--- config.mk ---
export PLATFORM = sky130hd
export DESIGN_NAME = piso_shift_register_8bit
export DESIGN_NICKNAME = d
export VERILOG_FILES = /design/src/piso_pkg.sv /design/src/word_stream_if.sv /design/src/piso_shift_register_8bit.sv /design/src/word_fifo.sv
export VERILOG_INCLUDE_DIRS = /design/src
export SDC_FILE = /design/constraint.sdc
export NUM_CORES = 1
export LEC_CHECK = 0
export BUFFER_PORTS_ARGS = -buffer_cell sky130_fd_sc_hd__buf_2
export CORE_ASPECT_RATIO = 0.7
export CORE_MARGIN = 2
export CORE_UTILIZATION = 55
export DETAILED_ROUTE_END_ITERATION = 10
export PLACE_DENSITY = 0.77
export SLEW_MARGIN = 5
export SYNTH_ARGS = -nofsm -noshare
export SYNTH_HDL_FRONTEND = slang
export SYNTH_SLANG_ARGS = --single-unit
--- constraint.sdc ---
create_clock -name core_clk -period 7.6 [get_ports core_clk]
set_clock_uncertainty 0.15 [all_clocks]
set_input_delay 0.38 -clock core_clk [delete_from_list [all_inputs] [get_ports core_clk]]
set_output_delay 0.38 -clock core_clk [all_outputs]
set_load 0.005 [all_outputs]
--- src/piso_cfg.svh ---
// Constants for the eight-stage parallel-in, serial-out shift register.
// Assumes it is included by its bare name from the design files.
`ifndef PISO_CFG_SVH
`define PISO_CFG_SVH

`define PISO_STAGES      8
`define PISO_CLEAR_VALUE 8'h00
`define PISO_FIFO_DEPTH  16

`endif

--- src/piso_pkg.sv ---
// Types for the shift register, which uses only stage_op_t; its word buffer uses none of them.
// Assumes piso_cfg.svh sits in the include path.
`include "piso_cfg.svh"
package piso_pkg;
    typedef logic [`PISO_STAGES-1:0] stage_word_t;
    typedef enum logic [1:0] {
        OP_HOLD  = 2'b01,
        OP_SHIFT = 2'b10
    } stage_op_t;
endpackage

--- src/word_stream_if.sv ---
// Valid/ready word stream between the buffer and the shift register.
// Assumes one clock domain shared by both ends.
`timescale 1ns/1ps
interface word_stream_if #(parameter int WIDTH = 8);
    logic             valid;
    logic             ready;
    logic [WIDTH-1:0] data;
    modport source (output valid, output data, input ready);
    modport sink   (input valid, input data, output ready);
endinterface

--- src/piso_shift_register_8bit.sv ---
// Eight-stage parallel-in, serial-out shift register with a word buffer in front.
// Assumes all inputs are synchronous to core_clk; the gated clock pins are sampled
// and their rising edge is detected inside this clock domain.
`timescale 1ns/1ps
`include "piso_cfg.svh"
module piso_shift_register_8bit #(
    parameter int STAGES     = `PISO_STAGES,
    parameter int FIFO_DEPTH = `PISO_FIFO_DEPTH
) (
    // System clock and reset.
    input  wire logic              core_clk,
    input  wire logic              rst,
    // Gated shift clock pins; either may serve as clock or as enable.
    input  wire logic              shift_clock,
    input  wire logic              clock_enable_n,
    // Stage controls.
    input  wire logic              parallel_load_n,
    input  wire logic              serial_in,
    input  wire logic              master_clear_n,
    // Parallel word stream into the buffer.
    input  wire logic              word_valid,
    output      logic              word_ready,
    input  wire logic [STAGES-1:0] par_word,
    // Serial output.
    output      logic              last_stage_out
);
    initial begin
        if (STAGES != `PISO_STAGES) begin
            $error("piso_shift_register_8bit supports exactly eight stages");
        end
    end

    word_stream_if #(.WIDTH(STAGES)) buf_out ();

    word_fifo #(
        .WIDTH (STAGES),
        .DEPTH (FIFO_DEPTH)
    ) u_fifo (
        .core_clk (core_clk),
        .rst      (rst),
        .in_valid (word_valid),
        .in_ready (word_ready),
        .in_data  (par_word),
        .out      (buf_out.source)
    );

    logic [STAGES-1:0]    stages;
    logic                 eff_clk_q;
    logic [STAGES-1:0]    next_stages;
    piso_pkg::stage_op_t  op;

    // The effective clock is the OR of both pins, so they are interchangeable.
    wire eff_clk  = shift_clock | clock_enable_n;
    wire eff_rise = eff_clk && !eff_clk_q;
    // A load waits for a word; while the buffer is empty the edge is skipped.
    wire load_ok  = !parallel_load_n && buf_out.valid;
    wire do_load  = eff_rise && load_ok;
    wire do_shift = eff_rise && parallel_load_n;

    assign buf_out.ready = do_load && master_clear_n;
    assign op = do_shift ? piso_pkg::OP_SHIFT : piso_pkg::OP_HOLD;

    // Next stage contents: parallel word by index, or a shift toward the last stage.
    always_comb begin
        next_stages = stages;
        if (do_load) begin
            next_stages = buf_out.data;
        end else begin
            case (op)
                piso_pkg::OP_SHIFT: begin
                    next_stages = {stages[STAGES-2:0], serial_in};
                end
                piso_pkg::OP_HOLD: begin
                    next_stages = stages;
                end
                default: begin
                    next_stages = stages;
                end
            endcase
        end
    end

    // Edge detector history for the effective clock.
    always_ff @(posedge core_clk or posedge rst) begin
        if (rst) begin
            eff_clk_q <= 1'b1;
        end else begin
            eff_clk_q <= eff_clk;
        end
    end

    // Stage register; master clear overrides load and shift, taking hold at the next core_clk rise.
    always_ff @(posedge core_clk or posedge rst) begin
        if (rst) begin
            stages <= `PISO_CLEAR_VALUE;
        end else if (!master_clear_n) begin
            stages <= `PISO_CLEAR_VALUE;
        end else begin
            stages <= next_stages;
        end
    end

    // Only the last stage leaves the block; it is masked while clear is low.
    assign last_stage_out = stages[STAGES-1] & master_clear_n;
endmodule

--- src/word_fifo.sv ---
// Flip-flop FIFO with valid and ready on both sides.
// Assumes a single clock and an asynchronous active-high reset.
`timescale 1ns/1ps
module word_fifo #(
    parameter int WIDTH = 8,
    parameter int DEPTH = 16
) (
    // Clock and reset.
    input  wire logic             core_clk,
    input  wire logic             rst,
    // Filling side.
    input  wire logic             in_valid,
    output      logic             in_ready,
    input  wire logic [WIDTH-1:0] in_data,
    // Draining side.
    word_stream_if.source         out
);
    localparam int AW = $clog2(DEPTH);

    initial begin
        if (DEPTH < 2 || (1 << AW) != DEPTH) begin
            $error("word_fifo depth must be a power of two, at least 2");
        end
    end

    logic [WIDTH-1:0] mem [DEPTH];
    logic [AW:0]      wr_ptr;
    logic [AW:0]      rd_ptr;
    logic [WIDTH-1:0] head;

    // Full and empty come straight from the pointer difference.
    wire full  = (wr_ptr[AW] != rd_ptr[AW]) && (wr_ptr[AW-1:0] == rd_ptr[AW-1:0]);
    wire empty = (wr_ptr == rd_ptr);
    wire push  = in_valid && !full;
    wire pop   = out.ready && !empty;

    assign in_ready  = !full;
    assign out.valid = !empty;
    assign out.data  = head;

    // Storage is written only by a push.
    always_ff @(posedge core_clk) begin
        if (push) begin
            mem[wr_ptr[AW-1:0]] <= in_data;
        end
    end

    // Head word is read from the flip-flop storage at the read pointer.
    always_comb begin
        head = mem[rd_ptr[AW-1:0]];
    end

    // Pointer updates.
    always_ff @(posedge core_clk or posedge rst) begin
        if (rst) begin
            wr_ptr <= '0;
            rd_ptr <= '0;
        end else begin
            if (push) begin
                wr_ptr <= wr_ptr + 1'b1;
            end
            if (pop) begin
                rd_ptr <= rd_ptr + 1'b1;
            end
        end
    end
endmodule

======== After elaboration in Yosys (flattened, before gate mapping) ========
Memory sizes are Yosys's and may differ from the RTL's.
Index checks and enable logic that the tools add are counted.
Widths: inputs -> output; s select.
cells by class
  $add $sub $neg .......................... 2
  equal/unequal tests ..................... 5
  mux-type cells .......................... 6
  bitwise operators ....................... 2
  reductions and logical operators ........ 12
operators by type and width
  kind                 number
  $mux 8               3
  $add 5x1->5 const B  2
  $logic_and 1x1->1    8
  $eq 5x5->1           1
  $eq 4x4->1           1
  $logic_not 1->1      4
  $ne 3x1->1 const B   1
  $eq 2x2->1 const B   1
  $mux 1               2
  $mux 2               1
  $and 1x1->1          1
  $ne 1x1->1           1
  $or 1x1->1           1
word-level totals
  flip-flop bits (word level) ............. 19
  bits in writable memories ............... 128
  input bits .............................. 16
  output and inout bits ................... 2
  memories kept ........................... 1
memories
  name        depth  width  rd ports  clocked after memory_dff  write ports  line             source
  u_fifo.mem  16     8      1         0                         1            word_fifo.sv:26  logic [WIDTH-1:0] mem [DEPTH];

======== Logic depth before layout (Yosys ltp) ========
Gate-level depths: netlist of run 1.
  word-level depth ........................ 8
  gate-level depth with buffers ........... 8
  mapped depth without buffers ............ 5

======== Modules after synthesis ========
A second synthesis of run 1 with hierarchy kept.
unflattened totals
  cell total of the unflattened synthesis .. 323
  area, all modules ....................... 6062.1 um^2
modules (own cells, without submodules)
  module                    times used  cells each  area each (um^2)  seq. area each (um^2)
  word_fifo                 1           285         5604.1            4093.9
  piso_shift_register_8bit  1           38          457.9             226.5

======== Worst setup path before layout of run 1 ========
OpenSTA, ideal clock, no wires.
  path kind ............................... register to register
  start ................................... reg u_fifo.rd_ptr[0]
  end ..................................... mem u_fifo.mem[3][0] (enable)
  arrival ................................. 1900 ps
  data required time ...................... 7067 ps
  slack ................................... 5167 ps
  cell stages (with the launch flop) ...... 7
  path buffers ............................ 1
  cells stage by stage .................... dfrtp_1 -> buf_4 -> xor2_1 -> nor4_4 -> a21boi_2 -> nand2_1 -> nor3_1
on the way
  longest elaborated chain between the ends .. 6
ends and longest elaborated chain
  element                       line             source
  from (decl)                   word_fifo.sv:28  logic [AW:0] rd_ptr;
  from (signal assigned)        word_fifo.sv:63  rd_ptr <= rd_ptr + 1'b1;
  $eq 4x4->1                    word_fifo.sv:32  wire full = (wr_ptr[AW] != rd_ptr[AW]) && (wr_ptr[AW-1:0] == rd_ptr[AW-1:0]);
  $logic_and 1x1->1             word_fifo.sv:32
  $logic_not 1->1               word_fifo.sv:34  wire push = in_valid && !full;
  $logic_and 1x1->1             word_fifo.sv:34
  $mux 1                        word_fifo.sv:43  if (push) begin
  $mux 1 (not written as such)  word_fifo.sv:44  mem[wr_ptr[AW-1:0]] <= in_data;
  to (decl)                     word_fifo.sv:26
No other way between the ends.

======== Worst setup path after layout of run 1 ========
  start ................................... reg u_fifo.rd_ptr[0]
  end ..................................... mem u_fifo.mem[3][7] (enable)
Same word-level chain as after synthesis.

==> results by group, run 1 <==
Yosys
  – Post-synth ARST share: 12.93%
  – Synth top area cells: edfxtp_1 65%, mux4_2 11%, dfrtp_1 7.6%, o22ai_1 1.5%, ha_1 1.1%
  – Synthesized net count: approximately 340
  – Post-synthesis sequential area ratio: 73.16%
  – Netlist Area Pre-Place: roughly 5900 um^2
  – Netlist cell types: 41
  – Main synth FF type: edfxtp_1
  – Post-synth EDFFs: roughly 130
  – Mean area per synthesized cell: between 15 and 20 um^2
  – #FFs+latches synth: approximately 150
  – Cells after synthesis: 315
  – Synth top area share: approximately two thirds
  – Area leader, netlist: edfxtp_1
  – Yosys warning count: 0

Timing
  – Min cycle time layout: about 3.3 ns
  – Tcrit/Tclk final: a little over two fifths
  – Slew @ Worst Pin: approximately 1.2 ns
  – Setup TNS: 0 ns
  – Final setup violation count: 0
  – RSZ-0062 raised after global routing: false
  – Final Hold Viols: 0
  – Slew headroom: between 15 and 20%
  – Fmax achieved: 303.4 MHz
  – Hold WS: ~0.029 ns
  – Final Max Slew Viols: 0

Drt
  – Vias: just over 3000
  – Drt initial violations: between 200 and 300
  – Routed Antenna Nets: 0
  – Via density: a little over 6
  – DRC viols: 0
  – Routed wire length per instance: about 24 um
  – Detailed-route wire length: between 10 and 15 mm
  – TritonRoute pass-1 iters: 6

Outcome
  – Status: finished clean

Clock tree
  – Clock slew at reported path FFs: approximately 0.060 ns
  – TritonCTS sink count: around 150
  – CTS tree: yes
  – CTS Buffer Depth: 2
  – CTS H-tree depth: 4
  – Clock Latency Late Sink: 0.42 ns
  – CTS Root Cell: clkbuf_16
  – CTS Buf Count: 17
  – Post-CTS sizing: 0
  – Post-CTS setup buffers: 0
  – Hold_buf cts: 1

Die
  – Initial Util: between 50 and 60%
  – Core Box Area: 10400 um^2
  – Row Count: 31
  – Chip height: around 91 um
  – Chip Width: between 100 and 150 um
  – Die ar.: 11600 um^2
  – IO Pins: 18

Finish
  – # fillers: around 720
  – Most frequent cells in the layout: 128 x edfxtp_1, 29 x mux4_2, 17 x clkbuf_16, 17 x buf_2, 17 x dfrtp_1
  – Area occupied by multi-input gates: 1481 um^2
  – Synth-to-layout area growth: 12.22%
  – Total Nets Final: approximately 360
  – Leading cell type in the layout, fill and taps excluded: edfxtp_1
  – Layout cell share with drive strength beyond 1: 24.08%
  – N_diodes: 0
  – Storage cell area: roughly 4300 um^2

Worst setup path
  – Critical Path AT: between 3 and 4 ns
  – Worst-path maximum fanout: 34
  – Worst path cell trace: buf_4 > xor2_1 > nor4_4 > a21boi_2 > nand2_1 > nor3_1
  – Worst EP required: roughly 7.5 ns
  – CP Buf/Inv Count: 1
  – Worst path max stage delay: approximately 0.95 ns
  – WS Path Type: reg -> reg
  – Critical path startpoint category: register
  – Delay-heaviest family, CP: simple AND/OR/NAND/NOR gates
  – Reg-to-reg setup timing slack: roughly 4.3 ns
  – Worst path slowest cell: nor3_1
  – Crit end category: register

GRT
  – GRT overflow: 0
  – Number of global-route vias before repair: between 3000 and 4000
  – First-pass GRT wire length: 18.29 mm
  – Antenna violations before repair: 0
  – Largest net degree at the start of global routing: 35
  – Overall global routing resource usage: between 20 and 25%

Power
  – Leak: 2.218 nW
  – Power Density: approximately 360 nW/um^2
  – Max IR drop VDD: 0.0001980 V

Placement
  – Port Buffers: 17
  – Final RePlAce weighted congestion: 0.8236
  – Detailed placement HPWL: approximately 7.4 mm

Hold path
  – Worst Hold Class: in -> reg

Job
  – MaxCap Viol Count: 0
[where the power goes]
part           total (mW)  leakage [nW]  switching [mW]  internal, mW
Combinational       0.593         0.578           0.339         0.254
Sequential           1.04          1.40          0.0592         0.979
Clock               0.736         0.242           0.320         0.416
[flip-flops by register name, indices dropped and copies added (netlist names)]
register and count:
eff_clk_q 1, stages 8, u_fifo.mem 128, u_fifo.rd_ptr 5, u_fifo.wr_ptr 5
[synthesized netlist by cell type, types with 2 or more instances]
master,count
nand2b_1,7
inv_1,6
nand4_1,3
nand3_1,3
buf_4,4
nor3_1,10
o22ai_1,14
buf_1,2
ha_1,5
and3_1,2
clkbuf_1,6
a221o_1,6
a21oi_1,2
nand4b_1,2
dfrtp_1,18
buf_2,2
mux2i_1,5
mux4_2,29
nor2_1,16
or2_2,3
edfxtp_1,128
nand2_1,12
xnor2_1,7
xor2_1,6
[final timing paths]
path / startpoint / to / cells past startpoint
max reg2reg: u_fifo.rd_ptr[0]$_DFFE_PP0P_ / u_fifo.mem[3][7]$_DFFE_PP_ / 6
max: u_fifo.rd_ptr[0]$_DFFE_PP0P_ / u_fifo.mem[3][7]$_DFFE_PP_ / 6
min: shift_clock / eff_clk_q$_DFF_PP1_ / 2
min in group asynchronous: rst / u_fifo.wr_ptr[3]$_DFFE_PP0P_ / 3
max in group asynchronous: rst / u_fifo.rd_ptr[0]$_DFFE_PP0P_ / 3
min reg2reg: stages[7]$_DFFE_PP0P_ / stages[7]$_DFFE_PP0P_ / 1
[metrics by stage]
stage	cells	util, %	instance area (um^2)	total power [mW]	setup slack, ns
2_1_floorplan	315	-	5906	1.492	5.167
3_3_place_gp	452	58.67	6098	1.628	4.437
3_5_place_dp	452	58.67	6098	1.645	4.289
4_1_cts	485	63.76	6628	2.378	4.278
5_1_grt	485	63.76	6628	2.466	4.024
6_report	485	63.76	6628	2.367	4.304
[cell type report]
cell class / instances / share of cell area, %
tap: 132 / 2.492
multi-input combinational: 147 / 22.35
timing repair buffer: 21 / 1.775
inverter: 6 / 0.3398
clock inverter: 12 / 1.246
clock buffer: 20 / 6.589
sequential: 147 / 65.21
[cells by family after synthesis]
logic type      after synthesis  share of synthesized area [%]
compound gates               28                          3.580
xor+xnor                     14                          2.203
fa+ha+maj                     5                          1.059
buf+inv                      21                          1.758
flops                       147                          73.16
mux                          36                          12.54
simple gates                 64                          5.699
[metal layers]
metal  vias up  share of wire (%)  track usage, %
met5         -                  0               0
met4         0               0.77           7.875
met3        11                 11           9.301
met2       126                 46           31.86
met1      1569                 42           31.72
li1       1315                  -               -
(Power assumes the default switching activity.)
==> run 2, diff against run 1 <==
Clock period 7.6 ns to 3.1 ns, I/O delays scaled along.
==> run 2 against run 1 <==
Effect of this change: fmax is 31% higher; via count is 4.0% higher; final cell count is 5.8% higher; final area is 4.6% higher; register-to-register slack worse by 3.7 ns; global-route usage is 0.96 points higher; die area stayed put; wire length is 3.9% higher; sequential share of layout area is 2.9 points lower; largest cell class unchanged; highest routed layer unchanged.
==> results by group, run 2 (same netlist as run 1, synthesis figures left out) <==
Clock tree
  – CTS tree: yes
  – Hold_buf cts: 12 (+11)
  – Post-CTS setup buffers: 0 (unchanged)
  – CTS H-tree depth: 4 (unchanged)
  – Post-CTS sizing: 0 (unchanged)
  – Clock slew at reported path FFs: 0.07 ns (about the same)
  – CTS Buffer Depth: 2 (unchanged)
  – CTS Buf Count: 17 (unchanged)
  – TritonCTS sink count: 147 (unchanged)
  – Clock Latency Late Sink: 0.42 ns (about the same)
  – CTS Root Cell: clkbuf_16

GRT
  – Antenna violations before repair: 0 (unchanged)
  – First-pass GRT wire length: 19.01 mm (+4.0%)
  – Overall global routing resource usage: 23.42% (+0.96 points)
  – Largest net degree at the start of global routing: 29 (-17%)
  – Number of global-route vias before repair: 3194 (+4.2%)
  – GRT overflow: 0 (unchanged)

Die
  – Die ar.: 11600 um^2 (unchanged)
  – IO Pins: 18 (unchanged)
  – Core Box Area: 10400 um^2 (unchanged)
  – Row Count: 31 (unchanged)
  – Chip Width: 127.9 um (unchanged)
  – Initial Util: 56.81% (unchanged)
  – Chip height: 90.70 um (unchanged)

Finish
  – Non-Filler Instances: 513 (+5.8%)
  – Layout cell share with drive strength beyond 1: 28.08% (+4.0 points)
  – Most frequent cells in the layout: 128 x edfxtp_1, 29 x mux4_2, 20 x buf_4
  – Max reg flops: 128 (unchanged)
  – Synth-to-layout area growth: 17.39%
  – N_diodes: 0 (unchanged)
  – Leading cell type in the layout, fill and taps excluded: edfxtp_1
  – Total Nets Final: 389 (+7.8%)

Placement
  – Port Buffers: 17 (unchanged)
  – Final RePlAce weighted congestion: 0.9422 (+14%)
  – DP Cell Count: 469 (+3.8%)
  – Detailed placement HPWL: 7.901 mm (+7.0%)

Outcome
  – Status: finished clean

Timing
  – Setup TNS: 0 ns (unchanged)
  – Slew @ Worst Pin: 0.7199 ns (-0.5076 ns)
  – Min cycle time layout: 2.515 ns (-0.7815 ns)
  – Final Hold Viols: 0 (unchanged)
  – Tcrit/Tclk final: 81.12% (+38 points)
  – Fmax achieved: 397.7 MHz (+31%)
  – Final Max Slew Viols: 0 (unchanged)
  – Final setup violation count: 0 (unchanged)
  – Slew headroom: 51.96% (+34 points)
  – RSZ-0062 raised after global routing: false

Drt
  – Detailed-route wire length: 12.25 mm (+3.9%)
  – Routed wire length per instance: 23.87 um (-1.8%)
  – Vias: 3143 (+4.0%)
  – DRC viols: 0 (unchanged)
  – Via density: 6.127 (-1.6%)
  – TritonRoute pass-1 iters: 6 (unchanged)
  – Drt initial violations: 232 (-7.2%)
  – Routed Antenna Nets: 0 (unchanged)

Worst setup path
  – Critical Path AT: 2.50 ns (-0.68 ns)
  – Worst-path maximum fanout: 11 (-68%)
  – WS Path Type: reg -> reg
  – Critical path startpoint category: register
  – Worst EP required: 3.08 ns (-4.40 ns)
  – Crit end category: register

Hold path
  – Worst Hold Class: in -> reg

Power
  – Max IR drop VDD: 0.0004708 V (+140%)
  – Power Density: 878.8 nW/um^2 (+150%)
  – Leak: 2.393 nW (+7.9%)

Job
  – MaxCap Viol Count: 0 (unchanged)
==> run 2: through the flow <==
stage	total power [mW]	hold WS, ns	instance area [um^2]	util, %	setup WS (ns)
detailed placement	4.090	0.1523	6226	59.89	0.6959
floorplan	3.657	-0.04461	5906	-	0.6670
global placement	4.045	0.1460	6226	59.89	0.7509
global route	6.343	0.04799	6933	66.69	0.4458
CTS	6.124	0.02539	6933	66.69	0.5779
finish	6.093	0.03648	6933	66.69	0.5853
==> run 2: cell type report <==
cell class / instances / area [um^2]
Clock buffer: 17 / 425.4
Clock inverter: 15 / 161.4
Fill cell: 708 / 3462
Inverter: 6 / 22.52
Multi-Input combinational cell: 147 / 1481
Sequential cell: 147 / 4322
Tap cell: 132 / 165.2
Timing Repair Buffer: 49 / 355.3
==> run 2: per-layer routing <==
| metal | GRT usage (%) | share of wire, % | wire, um |
|---|---|---|---|
| met1 | 35.18 | 47 | 5697 |
| met2 | 33.96 | 46 | 5588 |
| met3 | 4.799 | 5.9 | 722 |
| met4 | 9.432 | 1.9 | 238 |
| met5 | 0 | 0 | 0 |
==> run 2: worst max-delay path: stages (launching register included) <==
cell and delay (ns):
dfrtp_1 0.54, xor2_1 0.29, nor4_4 0.11, a21boi_2 0.36
nand2_1 0.19, nor3_1 0.34, buf_4 0.25
==> run 2: path summary, 6_finish.rpt <==
check,depth (start not counted),startpoint,slack [ns],to
worst max-delay path,6,u_fifo.wr_ptr[2]$_DFFE_PP0P_,0.59,u_fifo.mem[2][5]$_DFFE_PP_
worst min-delay path,4,serial_in,0.04,stages[0]$_DFFE_PP0P_
worst max register to register,6,u_fifo.wr_ptr[2]$_DFFE_PP0P_,0.59,u_fifo.mem[2][5]$_DFFE_PP_
max in group asynchronous,3,rst,2.06,u_fifo.rd_ptr[0]$_DFFE_PP0P_
min in group asynchronous,3,rst,0.24,u_fifo.wr_ptr[1]$_DFFE_PP0P_
worst min register to register,1,stages[4]$_DFFE_PP0P_,0.36,stages[5]$_DFFE_PP0P_
==> run 2: where the power goes <==
group | switching (mW) | internal, mW | total, mW | leakage [nW]
clock | 0.875 | 1.14 | 2.02 | 0.281
combinational | 0.854 | 0.677 | 1.53 | 0.714
sequential | 0.146 | 2.40 | 2.54 | 1.40
total | 1.88 | 4.22 | 6.09 | 2.39
==> run 3, diff against run 2 <==
Settings changed: ABC_AREA set to 1.
Clock period 3.1 ns to 2.55 ns, I/O delays scaled along.
==> run 3 against run 2 <==
Effect of this change: sequential cell count did not move; combinational power is 76% higher; largest power group unchanged; worst setup slack got worse by 0.43 ns; critical path type unchanged; clock power is 25% higher; critical endpoint is now u_fifo.mem[13][4]$_DFFE_PP_.
==> results by group, run 3 <==
Outcome
  – Status: finished clean

GRT
  – Overall global routing resource usage: 25.80% (+2.4 points)
  – First-pass GRT wire length: 23.38 mm (+23%)
  – Largest net degree at the start of global routing: 67 (+130%)
  – Antenna violations before repair: 0 (unchanged)
  – Number of global-route vias before repair: 4318 (+35%)
  – GRT overflow: 0 (unchanged)

Finish
  – Total Nets Final: 639 (+64%)
  – Leading cell type in the layout, fill and taps excluded: nand2_1
  – # fillers: 853 (+20%)
  – Cell area after layout: 7298 um^2 (+5.3%)
  – Storage cell area: 4322 um^2 (unchanged)
  – N_diodes: 0 (unchanged)
  – Area occupied by multi-input gates: 1763 um^2 (+19%)
  – Layout cell share with drive strength beyond 1: 13.63% (-14 points)
  – Max reg flops: 128 (unchanged)
  – Synth-to-layout area growth: 14.94%
  – Most frequent cells in the layout: 222 x nand2_1, 128 x edfxtp_1, 91 x nand3_1

Clock tree
  – TritonCTS sink count: 147 (unchanged)
  – CTS Root Cell: clkbuf_16
  – CTS H-tree depth: 4 (unchanged)
  – CTS Buffer Depth: 2 (unchanged)
  – CTS Buf Count: 17 (unchanged)
  – Post-CTS sizing: 0 (unchanged)
  – Clock Latency Late Sink: 0.42 ns (about the same)
  – CTS tree: yes
  – Clock slew at reported path FFs: 0.06 ns (about the same)

Power
  – Leak: 2.886 nW (+21%)
  – Net Sw Power: 3.009 mW (+60%)
  – Combinational share of power: 32.4% (+7.3 points)
  – Clock share of power: 30.4% (-2.7 points)
  – P_int: 5.289 mW (+25%)
  – Tot Pwr: 8.298 mW (+36%)
  – Sw Share: 36.26% (+5.5 points)
  – Max IR drop VDD: 0.0006776 V (+44%)
  – Power Density: 1137 nW/um^2 (+29%)
  – Reg power frac: 37.1% (-4.6 points)

Timing
  – Slew headroom: 47.21% (-4.7 points)
  – Final Hold Viols: 0 (unchanged)
  – RSZ-0062 raised after global routing: false
  – Hold WS: 0.007209 ns (-0.02927 ns)
  – Slew @ Worst Pin: 0.7890 ns (+0.06910 ns)
  – Tcrit/Tclk final: 93.95% (+13 points)
  – Final setup violation count: 0 (unchanged)
  – Final Worst Setup Slack: 0.1543 ns (-0.4311 ns)
  – Min cycle time layout: 2.396 ns (-0.1189 ns)
  – Final Max Slew Viols: 0 (unchanged)
  – Setup TNS: 0 ns (unchanged)
  – Fmax achieved: 417.4 MHz (+5.0%)

Yosys
  – Area leader, netlist: edfxtp_1
  – Netlist Area Pre-Place: 6350 um^2 (+7.5%)
  – Most common cell in the synthesized netlist: nand2_1
  – Main synth FF type: edfxtp_1
  – Synth top area cells: edfxtp_1 61%, nand2_1 13%, nand3_1 7.2%, dfrtp_1 7.1%, nor2_1 1.3%
  – Synth cell count leaders: 222 x nand2_1, 128 x edfxtp_1, 91 x nand3_1, 22 x nor2_1, 18 x dfrtp_1
  – Cells after synthesis: 580 (+84%)
  – Netlist cell types: 27 (-34%)
  – Synth top area share: 60.53% (-4.6 points)
  – Mean area per synthesized cell: 10.95 um^2 (-42%)
  – Post-synthesis sequential area ratio: 68.04% (-5.1 points)
  – Yosys warning count: 0 (unchanged)
  – Post-synth EDFFs: 128 (unchanged)
  – Post-synth ARST share: 12.93% (unchanged)
  – Synthesized net count: 601 (+79%)
  – #FFs+latches synth: 147 (unchanged)

Placement
  – Post-Place Setup Slack: 0.1665 ns (-0.5293 ns)
  – Detailed placement HPWL: 9.085 mm (+15%)
  – Port Buffers: 17 (unchanged)
  – Post-DP Area: 6575 um^2 (+5.6%)
  – Final RePlAce weighted congestion: 0.9064 (-3.8%)

Die
  – Row Count: 32 (+3.2%)
  – Die ar.: 12430 um^2 (+7.2%)
  – Initial Util: 57.05% (+0.24 points)
  – Chip height: 93.90 um (+3.5%)
  – IO Pins: 18 (unchanged)
  – Core Box Area: 11130 um^2 (+7.1%)
  – Chip Width: 132.4 um (+3.6%)

Worst setup path
  – Crit end category: register
  – Worst EP required: 2.45 ns (-0.63 ns)
  – WS Path Type: reg -> reg
  – Levels on crit path: 9 (+3)
  – Critical path startpoint category: register
  – Delay-heaviest family, CP: simple AND/OR/NAND/NOR gates
  – Most common cell on crit path: nand2_1
  – Reg2reg end: u_fifo.mem[13][4]$_DFFE_PP_
  – Critical Path AT: 2.29 ns (-0.21 ns)
  – RR Startpoint: u_fifo.wr_ptr[0]$_DFFE_PP0P_
  – Worst path cell trace: inv_1 > nand2_1 > nand2_1 > nor2_4 > nand3b_2 > nand2_4 > inv_4 > nand2_1 > nor2_1
  – Worst path max stage delay: 0.63 ns (+0.09 ns)
  – Crit path to: u_fifo.mem[13][4]$_DFFE_PP_
  – Crit. Startpoint: u_fifo.wr_ptr[0]$_DFFE_PP0P_
  – Worst r2r path cells: 9 (+3)
  – CP Buf/Inv Count: 2 (+1)
  – Worst-path maximum fanout: 8 (-3)
  – Reg-to-reg setup timing slack: 0.15 ns (-0.43 ns)
  – Worst path slowest cell: nor2_1

Drt
  – Routed Antenna Nets: 0 (unchanged)
  – Routed wire length per instance: 18.88 um (-21%)
  – Via density: 5.608 (-8.5%)
  – Drt initial violations: 643 (+180%)
  – Detailed-route wire length: 14.80 mm (+21%)
  – Vias: 4397 (+40%)
  – TritonRoute pass-1 iters: 5 (-1)
  – DRC viols: 0 (unchanged)

Hold path
  – Worst Hold Class: in -> reg

Job
  – MaxCap Viol Count: 0 (unchanged)
## run 3: cell types whose count changed in the layout (fill, tap and decap cells not counted), sizes merged, moves of 5 or more
| cell | previous run | this run |
|---|---|---|
| a221o | 6 | 0 |
| buf | 37 | 32 |
| clkinv | 1 | 9 |
| inv | 16 | 24 |
| mux2i | 5 | 0 |
| mux4 | 30 | 0 |
| nand2 | 12 | 229 |
| nand2b | 7 | 0 |
| nand3 | 3 | 94 |
| nor2 | 16 | 24 |
| nor3 | 10 | 3 |
| o21ai | 1 | 10 |
| o22ai | 14 | 0 |
| xnor2 | 7 | 1 |
## run 3: through the flow
step,cells,utilization [%]
finish,784,65.57
global route,784,65.57
CTS,784,65.57
detailed placement,740,59.07
global placement,740,59.07
floorplan,580,-
## run 3: worst min path at each step
stage                start                           end  depth (start not counted)
3_5_place_dp           rst  u_fifo.rd_ptr[1]$_DFFE_PP0P_                          2
6_report       par_word[7]   u_fifo.mem[15][7]$_DFFE_PP_                          1
4_1_cts        par_word[7]    u_fifo.mem[7][7]$_DFFE_PP_                          1
2_1_floorplan          rst         stages[0]$_DFFE_PP0P_                          1
3_3_place_gp           rst  u_fifo.rd_ptr[1]$_DFFE_PP0P_                          2
5_1_grt        par_word[5]    u_fifo.mem[6][5]$_DFFE_PP_                          1
## run 3: metal layers
metal / GRT usage, % / vias up / routed length (um)
met5: 0 / - / 0
met4: 9.588 / 0 / 258
met3: 5.987 / 26 / 1318
met2: 38.64 / 206 / 6696
met1: 37.24 / 2118 / 6525
li1: - / 2047 / -
## run 3: logic make-up (layout without fill, tap and decap cells)
logic type / Yosys count / after routing / synth area share (%)
AND/OR/NAND/NOR: 351 / 351 / 24.04
flip-flops: 147 / 147 / 68.04
buffers and inverters: 50 / 101 / 4.197
AO/OA/AOI/OAI: 18 / 18 / 1.498
XOR/XNOR: 9 / 9 / 1.241
adder cells (fa/ha/maj): 5 / 5 / 0.9852
## run 3: worst reg2reg max path: cells and delay by family, from the launching register on
kind	cells	cell delay, ns
and+or+nand+nor	7	1.17
DFF	1	0.43
buffers and inverters	2	0.25
## run 3: power groups by stage
stage          Combinational, mW  Clock (mW)  Sequential, mW
5_1_grt                     2.99        2.65            3.10
2_1_floorplan               1.95           0            3.07
3_5_place_dp                2.61           0            3.11
4_1_cts                     2.66        2.56            3.07
6_report                    2.69        2.53            3.08
3_3_place_gp                2.56           0            3.10
## run 3: repair_timing
item,4_1_cts,5_1_grt
endpoints found under the hold margin,89,0
setup buffers,0,0
hold buffers,12,0
## run 3: layout make-up
class	instances	share of cell area, %
clock inverters	13	2.194
flip-flops and latches	147	59.21
repair buffers	44	4.355
multi-input cells	383	24.16
inverters	25	1.389
clock buffers	19	6.069
well taps	153	2.623
